File: config.mk
export PLATFORM = sky130hd
export DESIGN_NAME = osr_scan_regs
export DESIGN_NICKNAME = d
export VERILOG_FILES = /design/src/verilog/osr_scan_regs.v
export VERILOG_INCLUDE_DIRS = /design/src /design/src/verilog
export SDC_FILE = /design/constraint.sdc
export NUM_CORES = 1
export LEC_CHECK = 0
export ABC_AREA = 1
export BUFFER_PORTS_ARGS = -buffer_cell sky130_fd_sc_hd__buf_2
export CAP_MARGIN = 20
export CORE_MARGIN = 2
export CORE_UTILIZATION = 35
export CTS_CLUSTER_SIZE = 12
export DETAILED_ROUTE_END_ITERATION = 10
export PLACE_DENSITY_LB_ADDON = 0.3
export RECOVER_POWER = 25
export SLEW_MARGIN = 0
export SYNTH_ARGS = -nofsm -noshare
export SYNTH_HDL_FRONTEND = slang
export SYNTH_SLANG_ARGS = --single-unit
File: constraint.sdc
create_clock -name clk -period 4.31 [get_ports clk]
set_clock_uncertainty 0.1 [all_clocks]
set_input_delay 0.6465 -clock clk [delete_from_list [all_inputs] [get_ports clk]]
set_output_delay 0.6465 -clock clk [all_outputs]
set_load 0.01 [all_outputs]
File: src/verilog/osr_defs.vh
// Constants for the octal transceiver scan registers block.
// Assumes a TAP controller elsewhere supplies its state as levels on clk.
`ifndef OSR_DEFS_VH
`define OSR_DEFS_VH
`define OSR_BSR_LEN 18
`define OSR_CELL_DIR 17
`define OSR_CELL_OE_N 16
`define OSR_IR_LEN 8
`define OSR_IR_CAPTURE 8'h81
`define OSR_IR_RESET 8'hFF
`define OSR_BCR_RESET 2'h2
`define OSR_OP_EXTEST 7'h00
`define OSR_OP_SAMPLE 7'h02
`define OSR_OP_INTEST 7'h03
`define OSR_OP_HIGHZ 7'h06
`define OSR_OP_CLAMP 7'h07
`define OSR_OP_RUN_TEST_INSTRUCTION 7'h09
`define OSR_OP_READ_N 7'h0A
`define OSR_OP_READ_T 7'h0B
`define OSR_OP_SELFTEST 7'h0C
`define OSR_OP_TOGGLE 7'h0D
`define OSR_OP_CTL_N 7'h0E
`define OSR_OP_CTL_T 7'h0F
`define OSR_BCR_TOGGLE 2'h0
`define OSR_BCR_PATTERN 2'h1
`define OSR_BCR_SIGNATURE 2'h2
`define OSR_BCR_BOTH 2'h3
`define OSR_LFSR16_TAPS 16'hB400
`define OSR_LFSR8_TAPS 8'hB8
`endif

File: src/verilog/osr_scan_regs.v
// Scan data registers, instruction decode and a small bit FIFO.
// Assumes tck, tdi and the pins are asynchronous and sampled on clk; the TAP
// state levels come from a controller on clk, held for a whole TCK period.
`timescale 1ns/1ps
`default_nettype none
`include "osr_defs.vh"

// Bit FIFO with valid and ready on both sides.
module osr_fifo #(
  parameter WIDTH = 1,
  parameter DEPTH = 8,
  parameter AW = 3
) (
  // Clock and reset.
  input wire clk,
  input wire rst,
  // Filling side.
  input wire in_valid,
  output wire in_ready,
  input wire [WIDTH-1:0] in_data,
  // Draining side.
  output wire out_valid,
  input wire out_ready,
  output wire [WIDTH-1:0] out_data
);
  reg [WIDTH-1:0] mem [0:DEPTH-1];
  reg [AW-1:0] wr_ptr;
  reg [AW-1:0] rd_ptr;
  reg [AW:0] count;
  wire push;
  wire pop;

  // Full and empty come straight from the occupancy count.
  assign in_ready = (count != DEPTH[AW:0]);
  assign out_valid = (count != {(AW+1){1'b0}});
  assign out_data = mem[rd_ptr];
  assign push = in_valid & in_ready;
  assign pop = out_valid & out_ready;

  // Pointers wrap at the depth so non power of two depths also work.
  always @(posedge clk) begin
    if (rst) begin
      wr_ptr <= {AW{1'b0}};
      rd_ptr <= {AW{1'b0}};
      count <= {(AW+1){1'b0}};
    end else begin
      if (push) begin
        mem[wr_ptr] <= in_data;
        wr_ptr <= (wr_ptr == DEPTH[AW-1:0] - 1'b1) ? {AW{1'b0}} :
          wr_ptr + 1'b1;
      end
      if (pop) begin
        rd_ptr <= (rd_ptr == DEPTH[AW-1:0] - 1'b1) ? {AW{1'b0}} :
          rd_ptr + 1'b1;
      end
      if (push & ~pop) begin
        count <= count + 1'b1;
      end else if (pop & ~push) begin
        count <= count - 1'b1;
      end
    end
  end
endmodule

// Boundary, control, bypass and instruction registers with pin muxing.
module osr_scan_regs #(
  parameter FIFO_DEPTH = 8,
  parameter FIFO_AW = 3
) (
  // Clock and reset.
  input wire clk,
  input wire rst,
  // Test port pins.
  input wire tck,
  input wire tdi,
  output reg tdo,
  output reg tdo_oe,
  // TAP controller state levels.
  input wire tap_reset,
  input wire tap_run_idle,
  input wire tap_capture_dr,
  input wire tap_shift_dr,
  input wire tap_update_dr,
  input wire tap_capture_ir,
  input wire tap_shift_ir,
  input wire tap_update_ir,
  // Transceiver pins.
  input wire dir_pin,
  input wire oe_n_pin,
  input wire [7:0] a_in,
  input wire [7:0] b_in,
  output reg [7:0] a_out,
  output reg [7:0] a_oe,
  output reg [7:0] b_out,
  output reg [7:0] b_oe,
  // Normal on-chip logic.
  input wire [7:0] core_out,
  output reg [7:0] core_in,
  output reg test_mode,
  // Stream of bits shifted out at TDO.
  output wire scan_ready,
  output wire mon_valid,
  input wire mon_ready,
  output wire mon_bit
);
  localparam SEL_BYPASS = 3'b001;
  localparam SEL_BSR = 3'b010;
  localparam SEL_BCR = 3'b100;

  // Two-flop synchronisers for everything from outside clk.
  reg [2:0] tck_sync;
  reg [1:0] tdi_sync;
  reg [1:0] dir_sync;
  reg [1:0] oe_sync;
  reg [7:0] a_s1;
  reg [7:0] a_s2;
  reg [7:0] b_s1;
  reg [7:0] b_s2;

  reg [`OSR_BSR_LEN-1:0] bsr_shift;
  reg [`OSR_BSR_LEN-1:0] boundary_register;
  reg [1:0] bcr_shift;
  reg [1:0] boundary_control_register;
  reg bypass_shift;
  reg [`OSR_IR_LEN-1:0] ir_shift;
  reg [`OSR_IR_LEN-1:0] ir;
  reg [`OSR_BSR_LEN-1:0] next_bsr;
  reg [2:0] sel;
  reg dec_test;
  reg dec_highz;
  reg eff_dir;
  reg [7:0] pin_in;
  reg sel_lsb;

  wire tck_rise;
  wire tck_fall;
  wire [6:0] op;
  wire shifting;
  wire [15:0] lfsr16;
  wire [7:0] lfsr8_hi;
  wire [15:0] lfsr8_lo;
  wire [15:0] lfsr8_mix;

  always @(posedge clk) begin
    if (rst) begin
      tck_sync <= 3'h0;
      tdi_sync <= 2'h0;
      dir_sync <= 2'h0;
      oe_sync <= 2'h3;
      a_s1 <= 8'h00;
      a_s2 <= 8'h00;
      b_s1 <= 8'h00;
      b_s2 <= 8'h00;
    end else begin
      tck_sync <= {tck_sync[1:0], tck};
      tdi_sync <= {tdi_sync[0], tdi};
      dir_sync <= {dir_sync[0], dir_pin};
      oe_sync <= {oe_sync[0], oe_n_pin};
      a_s1 <= a_in;
      a_s2 <= a_s1;
      b_s1 <= b_in;
      b_s2 <= b_s1;
    end
  end

  // Edges are found on the second and third stages only.
  assign tck_rise = tck_sync[1] & ~tck_sync[2];
  assign tck_fall = ~tck_sync[1] & tck_sync[2];

  // Galois step of a linear feedback register, used for both widths.
  function [15:0] lfsr_step;
    input [15:0] v;
    input [15:0] taps;
    begin
      lfsr_step = v[0] ? ((v >> 1) ^ taps) : (v >> 1);
    end
  endfunction

  assign op = ir[6:0];

  // Decode the data register and mode; anything unlisted is bypass.
  always @* begin
    sel = SEL_BYPASS;
    dec_test = 1'b0;
    dec_highz = 1'b0;
    case (op)
      `OSR_OP_EXTEST, `OSR_OP_INTEST: begin
        sel = SEL_BSR;
        dec_test = 1'b1;
      end
      `OSR_OP_SAMPLE: begin
        sel = SEL_BSR;
      end
      `OSR_OP_HIGHZ: begin
        dec_highz = 1'b1;
      end
      `OSR_OP_CLAMP, `OSR_OP_RUN_TEST_INSTRUCTION, `OSR_OP_TOGGLE: begin
        dec_test = 1'b1;
      end
      `OSR_OP_READ_N, `OSR_OP_SELFTEST: begin
        sel = SEL_BSR;
      end
      `OSR_OP_READ_T: begin
        sel = SEL_BSR;
        dec_test = 1'b1;
      end
      `OSR_OP_CTL_N: begin
        sel = SEL_BCR;
      end
      `OSR_OP_CTL_T: begin
        sel = SEL_BCR;
        dec_test = 1'b1;
      end
      default: begin
        sel = SEL_BYPASS;
      end
    endcase
  end

  // Direction follows the pin unless test mode is active.
  // Direction picks which port feeds the input cells.
  always @* begin
    eff_dir = test_mode ? boundary_register[`OSR_CELL_DIR] : dir_sync[1];
    pin_in = eff_dir ? a_s2 : b_s2;
  end

  assign lfsr16 = lfsr_step(bsr_shift[15:0], `OSR_LFSR16_TAPS);
  assign lfsr8_hi = bsr_shift[15:8] ^ pin_in;
  assign lfsr8_lo = lfsr_step({8'h00, bsr_shift[7:0]},
    {8'h00, `OSR_LFSR8_TAPS});
  // The upper half compresses the inputs before its own step.
  assign lfsr8_mix = lfsr_step({8'h00, lfsr8_hi},
    {8'h00, `OSR_LFSR8_TAPS});

  // Next boundary shift contents for capture, shift and run-test edges.
  always @* begin
    next_bsr = bsr_shift;
    if (tap_capture_dr && sel == SEL_BSR) begin
      if (op == `OSR_OP_SELFTEST) begin
        next_bsr = ~boundary_register;
      end else if (op != `OSR_OP_READ_N && op != `OSR_OP_READ_T) begin
        next_bsr = {dir_sync[1], oe_sync[1], pin_in, core_out};
      end
    end else if (tap_shift_dr && sel == SEL_BSR) begin
      next_bsr = {tdi_sync[1], bsr_shift[`OSR_BSR_LEN-1:1]};
    end else if (tap_run_idle && op == `OSR_OP_TOGGLE) begin
      next_bsr[7:0] = ~bsr_shift[7:0];
    end else if (tap_run_idle && op == `OSR_OP_RUN_TEST_INSTRUCTION) begin
      // Cells 17 and 16 are kept.
      case (boundary_control_register)
        `OSR_BCR_TOGGLE: begin
          next_bsr[15:0] = {pin_in, ~bsr_shift[7:0]};
        end
        `OSR_BCR_PATTERN: begin
          next_bsr[15:0] = lfsr16;
        end
        `OSR_BCR_SIGNATURE: begin
          next_bsr[15:0] = lfsr16 ^ {pin_in, 8'h00};
        end
        `OSR_BCR_BOTH: begin
          next_bsr[15:0] = {lfsr8_mix[7:0], lfsr8_lo[7:0]};
        end
        default: begin
          next_bsr = bsr_shift;
        end
      endcase
    end
  end

  // Shift stages move on the TCK rising edge.
  // Test-logic reset never touches the boundary cells.
  always @(posedge clk) begin
    if (rst) begin
      bsr_shift <= {`OSR_BSR_LEN{1'b0}};
      bcr_shift <= `OSR_BCR_RESET;
      bypass_shift <= 1'b0;
      ir_shift <= `OSR_IR_RESET;
    end else if (tck_rise) begin
      bsr_shift <= next_bsr;
      if (tap_reset) begin
        bcr_shift <= `OSR_BCR_RESET;
      end else if (tap_shift_dr && sel == SEL_BCR) begin
        bcr_shift <= {tdi_sync[1], bcr_shift[1]};
      end
      if (tap_capture_dr && sel == SEL_BYPASS) begin
        bypass_shift <= 1'b0;
      end else if (tap_shift_dr && sel == SEL_BYPASS) begin
        bypass_shift <= tdi_sync[1];
      end
      if (tap_capture_ir) begin
        ir_shift <= `OSR_IR_CAPTURE;
      end else if (tap_shift_ir) begin
        ir_shift <= {tdi_sync[1], ir_shift[`OSR_IR_LEN-1:1]};
      end
    end
  end

  // Latches move on the TCK falling edge, with TDO.
  always @(posedge clk) begin
    if (rst) begin
      boundary_register <= {`OSR_BSR_LEN{1'b0}};
      boundary_control_register <= `OSR_BCR_RESET;
      ir <= `OSR_IR_RESET;
    end else if (tck_fall) begin
      if (tap_reset) begin
        ir <= `OSR_IR_RESET;
        boundary_control_register <= `OSR_BCR_RESET;
      end else if (tap_update_ir) begin
        ir <= ir_shift;
      end else if (tap_update_dr && sel == SEL_BCR) begin
        boundary_control_register <= bcr_shift;
      end
      if (tap_update_dr && sel == SEL_BSR) begin
        boundary_register <= bsr_shift;
      end else if (tap_run_idle && op == `OSR_OP_TOGGLE) begin
        boundary_register[7:0] <= bsr_shift[7:0];
      end else if (tap_run_idle && op == `OSR_OP_RUN_TEST_INSTRUCTION) begin
        boundary_register[15:0] <= bsr_shift[15:0];
      end
    end
  end

  // The scan path output is chosen by the active shift state.
  always @* begin
    if (tap_shift_ir) begin
      sel_lsb = ir_shift[0];
    end else begin
      case (sel)
        SEL_BSR: sel_lsb = bsr_shift[0];
        SEL_BCR: sel_lsb = bcr_shift[0];
        default: sel_lsb = bypass_shift;
      endcase
    end
  end

  assign shifting = tap_shift_dr | tap_shift_ir;

  // TDO enables and changes on the falling edge, as the standard expects.
  always @(posedge clk) begin
    if (rst) begin
      tdo <= 1'b0;
      tdo_oe <= 1'b0;
    end else if (tck_fall) begin
      tdo <= shifting ? sel_lsb : 1'b0;
      tdo_oe <= shifting;
    end
  end

  // Each bit leaving the chain is also queued for a local observer.
  // A full queue drops scan_ready, and the controller must hold TCK.
  osr_fifo #(
    .WIDTH(1),
    .DEPTH(FIFO_DEPTH),
    .AW(FIFO_AW)
  ) u_mon_fifo (
    .clk(clk),
    .rst(rst),
    .in_valid(tck_rise & shifting),
    .in_ready(scan_ready),
    .in_data(sel_lsb),
    .out_valid(mon_valid),
    .out_ready(mon_ready),
    .out_data(mon_bit)
  );

  // Pin drive: test modes use the latches, highz floats both ports.
  // Output cells drive the output side.
  always @(posedge clk) begin
    if (rst) begin
      a_out <= 8'h00;
      b_out <= 8'h00;
      a_oe <= 8'h00;
      b_oe <= 8'h00;
      core_in <= 8'h00;
      test_mode <= 1'b0;
    end else begin
      test_mode <= dec_test;
      core_in <= dec_test ? boundary_register[15:8] : pin_in;
      if (dec_highz) begin
        a_oe <= 8'h00;
        b_oe <= 8'h00;
      end else if (dec_test) begin
        a_out <= boundary_register[7:0];
        b_out <= boundary_register[7:0];
        a_oe <= {8{~boundary_register[`OSR_CELL_OE_N] & ~eff_dir}};
        b_oe <= {8{~boundary_register[`OSR_CELL_OE_N] & eff_dir}};
      end else begin
        a_out <= core_out;
        b_out <= core_out;
        a_oe <= {8{~oe_sync[1] & ~eff_dir}};
        b_oe <= {8{~oe_sync[1] & eff_dir}};
      end
    end
  end
endmodule
`default_nettype wire

# Yosys cells after proc, flatten, opt, wreduce, memory -nomap -nowiden

Memories as Yosys holds them, arrays and structs flattened. A register that Yosys moved wholly into a read port is not among the register bits.
Cells that the tools add are included.

Memories: 1
Memory bits (read-only): 0
Latch bits: 0
Flip-flop bits (word level): 142
Output and inout bits: 46
Bits in writable memories: 8

Bitwise logic cells: 26
Reduce and logical (&&, ||, !) cells: 39
Multiplexer cells: 47
Order comparisons: 0
Div/mod/pow operators: 0
Add/subtract/negate cells: 4
Multipliers: 0
Equal/unequal tests: 26
Shift operators: 0

Memories:

| name           | words | width | read ports | clocked after Yosys merged registers in | write ports | line               | source |
|---|---|---|---|---|---|---|---|
| u_mon_fifo.mem | 8     | 1     | 1          | 1                                       | 1           | osr_scan_regs.v:26 | `reg [WIDTH-1:0] mem [0:DEPTH-1];` |

Operators with widths:

| operator           | count |
|---|---|
| $mux 8             | 12 |
| $mux 18            | 4 |
| $mux 16            | 4 |
| $pmux 16 s4        | 1 |
| $eq 7x4->1 const B | 7 |
| $not 18->18        | 1 |
| $reduce_bool 2->1  | 8 |
| $xor 16x16->16     | 1 |
| $eq 7x2->1 const B | 2 |
| $eq 7x3->1 const B | 2 |
| $mux 7             | 2 |
| $ne 7x4->1 const B | 2 |
| $mux 3             | 4 |
| $not 3->4          | 3 |
| $reduce_and 2->1   | 6 |
| $reduce_and 3->1   | 4 |
| $and 1x1->1        | 11 |
| $logic_and 1x1->1  | 10 |
| $mux 1             | 10 |
| $mux 10            | 1 |
| $mux 2             | 5 |
| $eq 3x3->1 const B | 3 |
| $mux 4             | 2 |
| $not 8->8          | 1 |
| other kinds (25)   | 36 |

# Longest topological paths before layout

Depth after elaboration: 10
Depth in mapped cells: 17
Depth with buffers taken out: 15

# Hierarchy

Synthesis repeated with hierarchy kept, for this count alone.

Cells, all modules: 930
Area, all modules: 6757.7 um^2

Modules (own cells, without submodules):

| module        | times used | area an instance (um^2) | cells each | seq. area each (um^2) |
|---|---|---|---|---|
| osr_scan_regs | 1          | 5726.7                  | 808        | 2362.3 |
| osr_fifo      | 1          | 1031.0                  | 122        | 500.5 |

# Least setup slack after synthesis

No wires, ideal clock.

Path type: reg2reg
From: register ir[4]
To: register bsr_shift[15]
Required time: 4.092 ns
Setup time: 0.118 ns
Arrival: 2.149 ns
Clock period less this slack: 2.367 ns
Slack: 1.943 ns
Cell stages (with the launch flop): 18
Cell sequence: dfxtp_1 -> nor2_1 -> nand2_2 -> clkinv_2 -> nand2_4 -> buf_2 -> o311ai_0 -> ha_1 -> nand2_2 -> inv_2 -> nor2_2 -> buf_6 -> o21ai_2 -> nand3_2 -> buf_6 -> nand2_1 -> nand2_1 -> a21oi_1

Longest elaborated chain between the ends: 7

Ends and longest elaborated chain:

| what                                                                       | line                                     | source |
|---|---|---|
| start, declared                                                            | osr_scan_regs.v:126                      | `` reg [`OSR_IR_LEN-1:0] ir; `` |
| start signal, assigned                                                     | osr_scan_regs.v:303                      | `` ir <= `OSR_IR_RESET; `` |
| start signal, assigned                                                     | osr_scan_regs.v:306                      | `` ir <= `OSR_IR_RESET; `` |
| start signal, assigned                                                     | osr_scan_regs.v:309                      | `ir <= ir_shift;` |
| $eq 7x4->1, or another cell as far along                                   | osr_scan_regs.v:186                      | `case (op)` |
| $reduce_or 6->1 (no source line) / $reduce_or 2->1 (equally long branches) | n/a                                      |  |
| $pmux 3 s2                                                                 | osr_scan_regs.v:186                      |  |
| $eq 3x2->1                                                                 | osr_scan_regs.v:238, osr_scan_regs.v:244 |  |
| $logic_and 1x1->1 (on tied branches)                                       | osr_scan_regs.v:238, osr_scan_regs.v:244 |  |
| $ne 3x3->1 (no source line), or another cell as far along                  | n/a                                      |  |
| $reduce_and 4->1 (no source line) / $mux 18 (equally long branches)        | n/a                                      |  |
| end signal, assigned                                                       | osr_scan_regs.v:274                      | `` bsr_shift <= {`OSR_BSR_LEN{1'b0}}; `` |
| end signal, assigned                                                       | osr_scan_regs.v:279                      | `bsr_shift <= next_bsr;` |
| end, declared                                                              | osr_scan_regs.v:120                      | `` reg [`OSR_BSR_LEN-1:0] bsr_shift; `` |

Several ways; a longest one is shown, not always the timed one.
A chain may end at the register's enable or synchronous reset.

# Final worst setup path

From: register ir[4]
To: register bsr_shift[1]

Longest elaborated chain between the ends: 7

Ends and longest elaborated chain:

| what                                                                       | line |
|---|---|
| $eq 7x4->1, or another cell as far along                                   | osr_scan_regs.v:186 |
| $reduce_or 6->1 (no source line) / $reduce_or 2->1 (equally long branches) | n/a |
| $pmux 3 s2                                                                 | osr_scan_regs.v:186 |
| $eq 3x2->1                                                                 | osr_scan_regs.v:238, osr_scan_regs.v:244 |
| $logic_and 1x1->1 (on tied branches)                                       | osr_scan_regs.v:238, osr_scan_regs.v:244 |
| $ne 3x1->1 (no source line), or another cell as far along                  | n/a |
| $reduce_and 3->1 (no source line) / $mux 18 (equally long branches)        | n/a |

Several ways; a longest one is shown, not always the timed one.

==> impl_metrics.toml <==
[place]
hpwlAfterDp_um = 11400
pre_cts_slack_ns = 1.18
dp.cells = 1178
io_buffers = 84
finalWeightedCongestion = 0.873

[grt]
grt_util_met2_pct = 25.8
grt_overflow_total = 0
grt_pass1_vias = 5344
grt_pass1_wl_um = 26800
grt-busiest-layer = "met2"
grt_use_met1_pct = 23.3
grt_start_max_net_pins = 69
grt_util_met3_pct = 3.24
grt_use_total_pct = 16.8
antenna_found_initial = 0

[cells_and_area]
n_antenna_cell = 0
syn_to_final_growth_pct = 15.2
layout-drive-gt1-share_pct = 15.8
fillers = 1907
finalNetCount = 1013
fin_cells = 1210

[detailed_routing]
drcViolationCount = 0
routed_wl_um = 16000
wl_per_cell_um = 13.2
drt_iter0_markers = 488
via_count = 5828
avgViaCountPerCell = 4.82
dr.pass1.iters = 5
drtAntennaViolNets = 0

[setup_path]
path_max_fanout = 17
endpoint = "bsr_shift[1]$_SDFFE_PP0P_"
start_kind = "flop"
r2r_setup_slack_ns = 1.10
setup.worst_path.start = "ir[4]$_SDFFE_PP1P_"
crit_required_ns = 4.56
crit_path_end_kind = "flop"
r2r_start = "ir[4]$_SDFFE_PP1P_"
r2r_cells = 15
cp_data_arrival_time_ns = 3.46
crit_type = "reg -> reg"
r2r_end = "bsr_shift[1]$_SDFFE_PP0P_"

[floorplan]
dieArea_sq_um = 20100
die_x_um = 142
die_y_um = 142
core_sq_um = 18700
io_pins = 85
num_rows = 50
start_util_pct = 35.6

[power_and_ir_drop]
vdd.ir_drop.worst_v = 0.000298
leakage_nw = 3.55
power_density_nw_per_um2 = 440
totalPowerFinal_mw = 3.37

[timing]
hold_ws_ns = 0.296
fin_crit_ns = 3.21
setup_viol = 0
max_freq_mhz = 311
fin_setup_tns_ns = 0
setup_slack_ns = 1.10
finalHoldViolations = 0
grt_setup_unrepaired = "false"
slew_violations = 57
fin_crit_sh_pct = 74.5
relSlewSlack_pct = -56.7
worstMarginPinSlew_ns = 2.35

[logic_synthesis]
synth.largest_area_cell = "dfxtp_1"
avgSynthCellArea_sq_um = 7.30
yosys_warnings = 0
synth.area.top_cells = "dfxtp_1 39%, nand2_1 9.2%, o21ai_0 7.4%"
yosysTopAreaCellShare_pct = 39.4
ys_async_sr_fraction_pct = 0
syn_inst = 912
synth_commonest_cells = "163 x nand2_1, 131 x dfxtp_1, 114 x inv_1, 113 x nor2_1, 98 x o21ai_0"
synth_area_sq_um = 6660
synth-main-ff-cell = "dfxtp_1"
yosysSeqAreaShare_pct = 43.0
yosysUniqueCellTypes = 48
ys_ff_latch = 139
syn_nets = 962
synth_edf_count = 8
synth.most_common_cell = "nand2_1"

[status]
violations = "max-capacitance violations, max-slew violations"
status = "finished with violations"

[clocking]
numCtsBuffers = 17
clk_path_buf_depth = 2
clock_tree.root_cell = "clkbuf_16"
cts_hold_buf = 0
cts_sinks = 139
cts_tree = "yes"
htree_levels = 4
clk_pin_slew_ns = 0.07
ctsResizeCount = 0
insertion_delay_ns = 0.43
cts_setup_buffers = 0

[flow_run]
cap_violations = 1

[hold_path]
whs_path_depth = 2
hold_path.class = "reg -> reg"
## flip-flops by register name, indices dropped and copies added, names as in the netlist, 3 cells and up, named ones only
name / count
bsr_shift: 18
tck_sync: 3
b_s1: 8
ir_shift: 8
u_mon_fifo.rd_ptr: 3
ir: 7
a_s2: 8
u_mon_fifo.mem: 8
core_in: 8
a_s1: 8
b_s2: 8
b_out: 8
u_mon_fifo.wr_ptr: 3
u_mon_fifo.count: 4
boundary_register: 18
## per-stage QoR
stage	util (%)	area, sq um
floorplan	-	6660
global placement	37.6	7040
finish	41.0	7670
detailed placement	37.6	7040
CTS	41.1	7680
global route	41.0	7670
## how the worst min path moves through the flow
stage	startpoint	end
floorplan	a_s1[0]$_SDFF_PP0_	a_s2[0]$_SDFF_PP0_
global placement	b_s1[6]$_SDFF_PP0_	b_s2[6]$_SDFF_PP0_
detailed placement	a_s1[4]$_SDFF_PP0_	a_s2[4]$_SDFF_PP0_
CTS	oe_n_pin	oe_sync[0]$_SDFF_PP1_
global route	a_in[0]	a_s1[0]$_SDFF_PP0_
finish	a_s1[4]$_SDFF_PP0_	a_s2[4]$_SDFF_PP0_
## placed cells by master (no fill, tap or decap), types with 2 or more instances in the layout
master,n
inv_1,114
o211ai_1,11
nand3_1,47
bufinv_16,3
buf_2,77
clkbuf_16,18
clkinv_2,2
edfxtp_1,8
a221o_1,6
o22ai_1,6
a21oi_1,73
o21ai_0,98
nand2_4,3
nand3b_1,3
ha_1,10
nand3_2,3
nor2_2,5
nand2_2,8
clkbuf_1,8
inv_6,5
o21ai_2,3
a211oi_1,3
nor2_4,2
nand2_1,163
nor3_1,3
nand4_1,3
o32ai_1,2
clkinv_4,3
o2111ai_1,3
nor2_1,113
or2_2,3
inv_2,10
xor2_1,3
dfxtp_1,131
o21ai_1,6
## critical path, stage by stage (launching register included)
cell and delay, ns:
dfxtp_1 0.33, nor2_1 0.06, nand2_2 0.12, clkinv_2 0.14, nand2_4 0.18, o311ai_0 0.20, ha_1 0.30, nand2_2 0.28
inv_2 0.23, nor2_2 0.47, inv_1 0.10, nand3_2 0.13, nand2_2 0.13, inv_2 0.16, nor2_1 0.05, a21oi_1 0.13
## cell families (layout without fill, tap and decap cells)
| family | after synthesis | in the layout | synth area share, % |
|---|---|---|---|
| compound gates | 218 | 218 | 18.5 |
| xor+xnor | 4 | 4 | 0.526 |
| fa+ha+maj | 11 | 11 | 2.18 |
| buf+inv | 180 | 244 | 12.3 |
| flops | 139 | 139 | 43.0 |
| mux | 1 | 1 | 0.169 |
| simple gates | 359 | 359 | 23.3 |
## area by class of cell
type / instances / area (sq um) / share of cell area [%]
clock inverter: 13 / 176 / 2.30
sequential: 139 / 2860 / 37.3
tap: 234 / 293 / 3.82
timing repair buffer: 86 / 423 / 5.51
multi-input combinational: 593 / 2980 / 38.8
inverter: 126 / 474 / 6.18
clock buffer: 19 / 464 / 6.05
## per-layer routing
layer | part of all wire, % | vias to the layer above
met5 | 0 | -
met4 | 1.8 | 0
met3 | 5.5 | 24
met2 | 42 | 150
met1 | 50 | 2615
li1 | - | 3039
## report_power, final
part | switching, mW | internal, mW | leakage [nW]
logic | 0.231 | 0.152 | 2.09
clock network | 0.593 | 0.974 | 0.316
registers | 0.0500 | 1.37 | 1.14
total | 0.874 | 2.50 | 3.55
Power figures use the tool's default switching activity.
